--- src/shared/digipot_map.vh ---
// Register map, field positions, reset values and timing counts of the
// digital potentiometer control block. Included by the design files.
`ifndef DIGIPOT_MAP_VH
`define DIGIPOT_MAP_VH

// Register addresses carried in the instruction byte
`define ADDR_POSITION 2'h0
`define ADDR_RESERVED 2'h1
`define ADDR_ACCESS 2'h2

// Identification and instruction bytes
`define ID_BYTE 8'h50
`define OP_READ 4'hB
`define OP_WRITE 4'hC

// Access control fields
`define ACC_VOL_BIT 7
`define ACC_POWER_DOWN_N_BIT 6
`define ACC_BUSY_BIT 5
`define ACC_RESET 8'h40

// Wiper reset and limits
`define WIPER_PRESET 7'h40
`define WIPER_MIN 7'h00
`define WIPER_MAX 7'h7F
`define INIT_POS_RESET 7'h40

// Timing
`define CLK_PERIOD_NS 8
`define NV_WRITE_MS 20
`define RECALL_NS 1000

`endif

--- src/hw/digipot_ctrl.v ---
// SPI mode 0 slave control logic of a 128-tap digital potentiometer.
// Assumes the SPI pins and power_down_n are asynchronous to core_clk;
// the SPI clock runs far below core_clk so its edges are found by sampling.
`timescale 1ns/10ps
`include "digipot_map.vh"

module digipot_ctrl #(
    parameter NV_WRITE_CYCLES = (`NV_WRITE_MS * 1000000) / `CLK_PERIOD_NS,
    parameter RECALL_CYCLES = (`RECALL_NS + `CLK_PERIOD_NS - 1) / `CLK_PERIOD_NS,
    parameter TAPS = 128
) (
    // Clock and reset
    input wire core_clk,
    input wire srst,
    // SPI pins
    input wire sck,
    input wire csN,
    input wire sdi,
    input wire sdoIn,
    output wire sdoOut,
    output wire sdoOeN,
    // Shutdown pin and supply monitor
    input wire powerDownN,
    input wire supplyOk,
    // Non-volatile storage model port
    input wire [6:0] nvStoredValue,
    output reg nvProgram,
    output reg [6:0] nvProgramValue,
    // Potentiometer switch drives and status
    output wire [TAPS-1:0] tapClose,
    output wire arrayOpen,
    output wire wiperGround,
    output reg [6:0] wiperPosition,
    output wire standby
);
    localparam ST_ID = 5'h01;
    localparam ST_INSTR = 5'h02;
    localparam ST_DATA = 5'h04;
    localparam ST_IGNORE = 5'h08;
    localparam ST_DONE = 5'h10;

    localparam PW_PRESET = 3'h1;
    localparam PW_RECALL = 3'h2;
    localparam PW_RUN = 3'h4;

    // Reset value of the access word and end points of the two counters
    localparam [7:0] ACC_INIT = `ACC_RESET;
    localparam [15:0] RECALL_END = RECALL_CYCLES[15:0];
    localparam [31:0] NV_LAST = NV_WRITE_CYCLES - 1;

    // Synchronisers
    reg [1:0] sckSync_q;
    reg [1:0] csSync_q;
    reg [1:0] sdiSync_q;
    reg [1:0] pdSync_q;
    reg [1:0] supSync_q;
    reg sckPrev_q;
    reg csPrev_q;

    // Serial engine
    reg [4:0] state_q;
    reg [2:0] bitCnt_q;
    reg [7:0] shiftIn_q;
    reg [7:0] shiftOut_q;
    reg [3:0] opcode_q;
    reg [1:0] regAddr_q;
    reg armed_q;
    reg sdoLow_q;

    // Registers
    reg [6:0] storedInit_q;
    reg volSel_q;
    reg shdnBit_q;
    reg pendingNv_q;
    reg [6:0] pendingVal_q;
    reg busy_q;
    reg [31:0] nvCnt_q;
    reg [2:0] pwr_q;
    reg [15:0] recallCnt_q;

    wire sckRise;
    wire sckFall;
    wire csFall;
    wire csRise;
    wire selected;
    wire [7:0] byteIn;
    wire [7:0] accessWord;
    wire shutdown;
    wire recallLoad;
    wire byteDone;

    function [7:0] readMux;
        input [1:0] addr;
        input volatile_only_select;
        input [6:0] wiper;
        input [6:0] stored;
        input [7:0] acc;
        begin
            case (addr)
                `ADDR_POSITION: readMux = volatile_only_select ? {1'b0, wiper} : {1'b0, stored};
                `ADDR_ACCESS: readMux = acc;
                default: readMux = 8'h00;
            endcase
        end
    endfunction

    function risingEdge;
        input level;
        input levelPrev;
        begin
            risingEdge = level & ~levelPrev;
        end
    endfunction

    function fallingEdge;
        input level;
        input levelPrev;
        begin
            fallingEdge = ~level & levelPrev;
        end
    endfunction

    // Only the read and write instructions are honoured
    function opKnown;
        input [3:0] op;
        begin
            opKnown = (op == `OP_READ) || (op == `OP_WRITE);
        end
    endfunction

    // Edge strobes last one core cycle and come from the second sync stage
    assign sckRise = risingEdge(sckSync_q[1], sckPrev_q);
    assign sckFall = fallingEdge(sckSync_q[1], sckPrev_q);
    assign csFall = fallingEdge(csSync_q[1], csPrev_q);
    assign csRise = risingEdge(csSync_q[1], csPrev_q);
    assign recallLoad = (pwr_q == PW_RECALL) && (recallCnt_q == RECALL_END);
    assign byteDone = selected & sckRise & (bitCnt_q == 3'h7);
    assign selected = ~csSync_q[1] & armed_q;
    assign byteIn = {shiftIn_q[6:0], sdiSync_q[1]};
    // Access word: the low five bits always read as zero
    assign accessWord = {volSel_q, shdnBit_q, busy_q, 5'h00};
    assign shutdown = ~(pdSync_q[1] & shdnBit_q);
    // Open drain: ones come from the pull-up, the pin is only pulled low
    assign sdoOut = 1'b0;
    assign sdoOeN = ~(sdoLow_q & ~csSync_q[1]);
    // Standby waits for a pending or running stored write to end
    assign standby = csSync_q[1] & ~busy_q & ~pendingNv_q;

    // Pin synchronisers and edge detection on the second stage.
    // Select comes out of reset low, so a select held low through reset
    // never arms the engine; only a real high-to-low transition does.
    always @(posedge core_clk) begin
        if (srst) begin
            sckSync_q <= 2'h0;
            csSync_q <= 2'h0;
            sdiSync_q <= 2'h0;
            pdSync_q <= 2'h0;
            supSync_q <= 2'h0;
            sckPrev_q <= 1'b0;
            csPrev_q <= 1'b0;
        end else begin
            sckSync_q <= {sckSync_q[0], sck};
            csSync_q <= {csSync_q[0], csN};
            sdiSync_q <= {sdiSync_q[0], sdi};
            pdSync_q <= {pdSync_q[0], powerDownN};
            supSync_q <= {supSync_q[0], supplyOk};
            sckPrev_q <= sckSync_q[1];
            csPrev_q <= csSync_q[1];
        end
    end

    // Power-up sequence: preset, then recall from stored value
    always @(posedge core_clk) begin
        if (srst) begin
            pwr_q <= PW_PRESET;
            recallCnt_q <= 16'h0000;
        end else begin
            case (pwr_q)
                PW_PRESET: begin
                    if (supSync_q[1]) begin
                        pwr_q <= PW_RECALL;
                    end
                end
                PW_RECALL: begin
                    recallCnt_q <= recallCnt_q + 16'h0001;
                    // Short settling count before the stored value is trusted
                    if (recallLoad) begin
                        pwr_q <= PW_RUN;
                    end
                end
                PW_RUN: pwr_q <= PW_RUN;
                default: pwr_q <= PW_PRESET;
            endcase
        end
    end

    // Serial engine, register writes and the self-timed stored write
    always @(posedge core_clk) begin
        if (srst) begin
            state_q <= ST_ID;
            bitCnt_q <= 3'h0;
            shiftIn_q <= 8'h00;
            opcode_q <= 4'h0;
            regAddr_q <= 2'h0;
            armed_q <= 1'b0;
            wiperPosition <= `WIPER_PRESET;
            storedInit_q <= `INIT_POS_RESET;
            volSel_q <= ACC_INIT[`ACC_VOL_BIT];
            shdnBit_q <= ACC_INIT[`ACC_POWER_DOWN_N_BIT];
            pendingNv_q <= 1'b0;
            pendingVal_q <= 7'h00;
            busy_q <= 1'b0;
            nvCnt_q <= 32'h00000000;
            nvProgram <= 1'b0;
            nvProgramValue <= 7'h00;
        end else begin
            nvProgram <= 1'b0;
            // Power-up recall overrides the preset once the supply is good
            if (recallLoad) begin
                wiperPosition <= nvStoredValue;
                storedInit_q <= nvStoredValue;
            end
            // A new frame always starts from the identification byte
            if (csFall) begin
                armed_q <= 1'b1;
                state_q <= ST_ID;
                bitCnt_q <= 3'h0;
            end
            if (csRise) begin
                state_q <= ST_ID;
                if (pendingNv_q) begin
                    pendingNv_q <= 1'b0;
                    busy_q <= 1'b1;
                    nvCnt_q <= 32'h00000000;
                    nvProgram <= 1'b1;
                    nvProgramValue <= pendingVal_q;
                end
            end
            // Self-timed stored write; host writes are refused until it ends
            if (busy_q) begin
                nvCnt_q <= nvCnt_q + 32'h00000001;
                if (nvCnt_q == NV_LAST) begin
                    busy_q <= 1'b0;
                    storedInit_q <= nvProgramValue;
                end
            end
            if (selected && sckRise) begin
                shiftIn_q <= byteIn;
                bitCnt_q <= bitCnt_q + 3'h1;
                if (byteDone) begin
                    case (state_q)
                        ST_ID: begin
                            state_q <= (byteIn == `ID_BYTE) ? ST_INSTR : ST_IGNORE;
                        end
                        ST_INSTR: begin
                            opcode_q <= byteIn[7:4];
                            regAddr_q <= byteIn[1:0];
                            if (opKnown(byteIn[7:4])) begin
                                state_q <= ST_DATA;
                            end else begin
                                state_q <= ST_IGNORE;
                            end
                        end
                        // Data byte: registers change only when no stored write runs
                        ST_DATA: begin
                            state_q <= ST_DONE;
                            if (opcode_q == `OP_WRITE && !busy_q) begin
                                if (regAddr_q == `ADDR_ACCESS) begin
                                    volSel_q <= byteIn[`ACC_VOL_BIT];
                                    shdnBit_q <= byteIn[`ACC_POWER_DOWN_N_BIT];
                                end else if (regAddr_q == `ADDR_POSITION) begin
                                    wiperPosition <= byteIn[6:0];
                                    if (!volSel_q) begin
                                        pendingNv_q <= 1'b1;
                                        pendingVal_q <= byteIn[6:0];
                                    end
                                end
                            end
                        end
                        default: state_q <= state_q;
                    endcase
                end
            end
        end
    end

    // Read shifter: loads when a known instruction byte completes and moves
    // one bit per falling link clock; a one leaves the line to the pull-up
    always @(posedge core_clk) begin
        if (srst) begin
            shiftOut_q <= 8'h00;
            sdoLow_q <= 1'b0;
        end else if (csRise) begin
            sdoLow_q <= 1'b0;
        end else if (byteDone && state_q == ST_INSTR && opKnown(byteIn[7:4])) begin
            shiftOut_q <= readMux(byteIn[1:0], volSel_q, wiperPosition,
                storedInit_q, accessWord);
        end else if (selected && sckFall) begin
            if (state_q == ST_DATA && opcode_q == `OP_READ) begin
                sdoLow_q <= ~shiftOut_q[7];
                shiftOut_q <= {shiftOut_q[6:0], 1'b0};
            end else begin
                sdoLow_q <= 1'b0;
            end
        end
    end

    // Switch stepping sits in its own module so the tap drives stay registered
    tap_switch #(
        .TAPS(TAPS),
        .WIDTH(7)
    ) u_tap (
        .core_clk(core_clk),
        .srst(srst),
        .tapSel(wiperPosition),
        .shutdown(shutdown),
        .tapClose(tapClose),
        .arrayOpen(arrayOpen),
        .wiperGround(wiperGround)
    );
endmodule

--- src/hw/tap_switch.v ---
// Tap selector with make-before-break stepping between two switch states.
// Assumes the select input is already in the core_clk domain.
`timescale 1ns/10ps
`include "digipot_map.vh"
module tap_switch #(
    parameter TAPS = 128,
    parameter WIDTH = 7
) (
    // Clock and reset
    input wire core_clk,
    input wire srst,
    // Control
    input wire [WIDTH-1:0] tapSel,
    input wire shutdown,
    // Switch drives
    output reg [TAPS-1:0] tapClose,
    output reg arrayOpen,
    output reg wiperGround
);
    reg [WIDTH-1:0] curTap_q;
    reg [WIDTH-1:0] nextTap_q;
    reg overlap_q;

    always @(posedge core_clk) begin
        if (srst) begin
            curTap_q <= `WIPER_PRESET;
            nextTap_q <= `WIPER_PRESET;
            overlap_q <= 1'b0;
            tapClose <= {TAPS{1'b0}};
            arrayOpen <= 1'b1;
            wiperGround <= 1'b1;
        end else begin
            arrayOpen <= shutdown;
            wiperGround <= shutdown;
            if (shutdown) begin
                tapClose <= {TAPS{1'b0}};
                overlap_q <= 1'b0;
            end else if (overlap_q) begin
                // Second step: old switch opens only now
                tapClose <= {TAPS{1'b0}};
                tapClose[nextTap_q] <= 1'b1;
                curTap_q <= nextTap_q;
                overlap_q <= 1'b0;
            end else if (tapSel != curTap_q || !tapClose[curTap_q]) begin
                // First step: new switch closes while old stays closed
                tapClose[tapSel] <= 1'b1;
                nextTap_q <= tapSel;
                overlap_q <= 1'b1;
            end
        end
    end
endmodule

--- config.mk ---
export PLATFORM = sky130hd
export DESIGN_NAME = digipot_ctrl
export DESIGN_NICKNAME = d
export VERILOG_FILES = /design/src/hw/digipot_ctrl.v /design/src/hw/tap_switch.v
export VERILOG_INCLUDE_DIRS = /design/src /design/src/shared
export SDC_FILE = /design/constraint.sdc
export NUM_CORES = 1
export LEC_CHECK = 0
export BUFFER_PORTS_ARGS = -buffer_cell sky130_fd_sc_hd__buf_4
export CAP_MARGIN = 10
export CORE_ASPECT_RATIO = 1.2
export CORE_UTILIZATION = 40
export DETAILED_ROUTE_END_ITERATION = 8
export PLACE_DENSITY = 0.63
export SYNTH_ARGS = -nofsm -noshare
export SYNTH_HDL_FRONTEND = slang
export SYNTH_SLANG_ARGS = --single-unit
export TNS_END_PERCENT = 50
--- constraint.sdc ---
create_clock -name core_clk -period 2.8 [get_ports core_clk]
set_clock_uncertainty 0.2 [all_clocks]
set_input_delay 0.28 -clock core_clk [delete_from_list [all_inputs] [get_ports core_clk]]
set_output_delay 0.28 -clock core_clk [all_outputs]
set_load 0.05 [all_outputs]
==> impl_metrics.json <==
{
  "tightest_slew_ps": 988,
  "setup_tns_ps": 0,
  "grt_max_degree": 129,
  "start_util_pct": 40.5,
  "n_antenna_cell": 0,
  "synth_top_area_cell": "dfxtp_1",
  "wire_per_inst_um": 19.7,
  "synth_ff_type": "dfxtp_1",
  "arrival_ps": 3050,
  "dr.pass1.iters": 6,
  "design.core.area_sq_um": 32200,
  "dieArea_sq_um": 33300,
  "first_global_vias": 11900,
  "syn2layout_area_growth_pct": 23.1,
  "grt_remaining_overflow": 0,
  "max_slew_margin_pct": 33.5,
  "worstSetupEndpointType": "register",
  "cts_tree": "done",
  "p_total_w": 0.00792,
  "hold_path.class": "in -> reg",
  "crit_required_ps": 3080,
  "synth-seq-area-share_pct": 41.6,
  "synth-edff-count": 0,
  "synth.net_count": 1586,
  "maxSlewViolCount": 0,
  "slowest_stage": "mux4_1",
  "path_clk_slew_ps": 60,
  "dpl.hpwl_mm": 28.8,
  "grt_pass1_wl_mm": 66.0,
  "startpoint_type": "register",
  "worstSkewPairLatency_ps": 570,
  "antenna_found_initial": 0,
  "vias": 12600,
  "io_pins": 163,
  "layoutNonFillerInstCount": 2151,
  "synth_top_area_share_pct": 41.6,
  "finalNetCount": 1745,
  "outcome": "complete, no violations",
  "ir_drop_mv": 0.456,
  "netlist_area_sq_um": 13000,
  "drv_cap": 0,
  "crit_fanout": 12,
  "layout.core_utilization_pct": 49.9,
  "min_period_ps": 2770,
  "powerDensity_nw_per_um2": 494,
  "path_class": "reg -> reg",
  "placement.cell_area_sq_um": 14900,
  "gp_congestion": 0.949,
  "cts_root_buf": "clkbuf_16",
  "synth_area_leaders": "dfxtp_1 42%, nor2_1 8.9%, a21oi_1 7.3%",
  "drtIter0Drc": 1217,
  "post-route-drc-count": 0,
  "dp_cells": 2083,
  "ys_ff_latch": 271,
  "yosysMostFrequentCell": "nor2_1",
  "ant_nets": 0,
  "synthArstFlopShare_pct": 0,
  "io_buffers": 160,
  "die-width_um": 167,
  "finalWirelength_mm": 42.4,
  "fillCellCount": 3059,
  "chipHeight_um": 200,
  "synth.avg_cell_area_sq_um": 8.32,
  "p_leak_nw": 5.93,
  "groute.usage.overall_pct": 24.8,
  "cts.sinks": 271,
  "multi_input_area_sq_um": 7090,
  "layout.area.seq_sq_um": 5430,
  "stdcell_area_sq_um": 16000,
  "clk_path_buf_depth": 3,
  "cts_buffers": 29,
  "critical-path-max-stage-delay_ps": 550,
  "drive_gt1_share_pct": 19.1,
  "hold_violations": 0,
  "postSynthCellCount": 1566,
  "htreeDepth": 1,
  "fmax_mhz": 361,
  "period_share_pct": 98.8,
  "setup_viol": 0,
  "yosysUniqueCellTypes": 67,
  "vias_per_cell": 5.88,
  "path_cells": "buf_12, buf_4, mux4_1, mux2i_1, nor2_1, o31ai_2, nand2_1, o21ai_4, buf_12, mux2i_1",
  "core.rowCount": 72,
  "synth_common_cells": "308 x nor2_1, 271 x dfxtp_1, 190 x a21oi_1",
  "synth_warnings": 0
}
-- metal layers --
metal / vias to the layer above / track usage [%] / routed length [um]
met5: - / 0 / 0
met4: 0 / 12.0 / 1810
met3: 128 / 3.45 / 2550
met2: 534 / 43.8 / 20600
met1: 6059 / 29.8 / 17400
li1: 5922 / - / -
-- final cells by class --
| class | count | share of cell area, % |
|---|---|---|
| inverters | 19 | 0.445 |
| multi-input cells | 1153 | 44.2 |
| clock inverters | 6 | 0.523 |
| repair buffers | 251 | 12.4 |
| flip-flops and latches | 271 | 33.9 |
| well taps | 407 | 3.18 |
| clock buffers | 44 | 5.38 |
-- registers in the layout (all words and copies together), names as in the netlist, 3 cells and up --
name,count
pendingVal_q,7
nvProgramValue,7
shiftIn_q,7
pwr_q,3
recallCnt_q,16
u_tap.tapClose,128
storedInit_q,7
wiperPosition,7
opcode_q,4
state_q,5
nvCnt_q,32
shiftOut_q,8
u_tap.curTap_q,7
bitCnt_q,3
u_tap.nextTap_q,7
-- critical path, delay by kind of cell, from the launching register on --
family | cells | cell delay (ps)
AOI/OAI and AO/OA | 2 | 510
muxes | 3 | 930
and+or+nand+nor | 2 | 230
buffers and inverters | 3 | 440
DFF | 1 | 350
-- cells in the final DEF (no fill, tap or decap), types with 9 or more instances in the layout --
cell type,instances
a211oi_1,15
a21oi_1,190
a31oi_1,69
and3_1,10
buf_4,232
clkbuf_16,30
dfxtp_1,268
dlygate4sd3_1,12
inv_1,19
mux2_2,11
mux2i_1,61
mux4_1,10
mux4_2,15
nand2_1,105
nand2b_1,23
nand3_1,51
nand4_1,14
nor2_1,308
nor2b_1,21
nor3_1,32
o211ai_1,11
o21ai_0,12
o22a_1,64
or3_1,10
xnor2_1,9
xor2_1,19
-- cells by family (layout without fill, tap and decap cells) --
| group | Yosys count | count (layout) | synth area share, % |
|---|---|---|---|
| adder cells (fa/ha/maj) | 5 | 5 | 0.480 |
| AND/OR/NAND/NOR | 625 | 625 | 22.0 |
| buffers and inverters | 142 | 320 | 4.43 |
| flip-flops | 271 | 271 | 41.6 |
| XOR/XNOR | 28 | 28 | 1.88 |
| AO/OA/AOI/OAI | 396 | 396 | 19.2 |
| multiplexers | 98 | 98 | 10.3 |
| other | 1 | 1 | 0.0288 |
-- repair_timing --
item                                    CTS  global route
pin swaps                                 1             2
hold buffers                             12             0
resized for setup                         0             7
gates cloned                              0             0
hold endpoints to repair                 19             0
setup buffers                             1             5
endpoints found under the setup margin    1             8
-- stage by stage --
stage | hold slack (ps) | setup WS, ps
floorplan | 208 | 326
global placement | 218 | 58.1
detailed placement | 226 | 38.6
CTS | 23.0 | 31.8
global route | 62.8 | -30.8
finish | 57.9 | 32.2
-- where the power goes --
group	internal [W]	switching, W	leakage (nW)
Clock	0.00229	0.00160	0.467
Sequential	0.00386	0.00000846	2.19
Combinational	0.0000515	0.000104	3.27
Total	0.00620	0.00171	5.93
-- worst paths after layout --
kind                      from                  to  slack, ps  cells past startpoint
max          u_tap.curTap_q[2]  u_tap.nextTap_q[1]         30                     10
min                       srst   u_tap.curTap_q[6]         60                      4
max reg2reg  u_tap.curTap_q[2]  u_tap.nextTap_q[1]         30                     10
min reg2reg        csSync_q[0]         csSync_q[1]        240                      1
(Power assumes the default switching activity.)
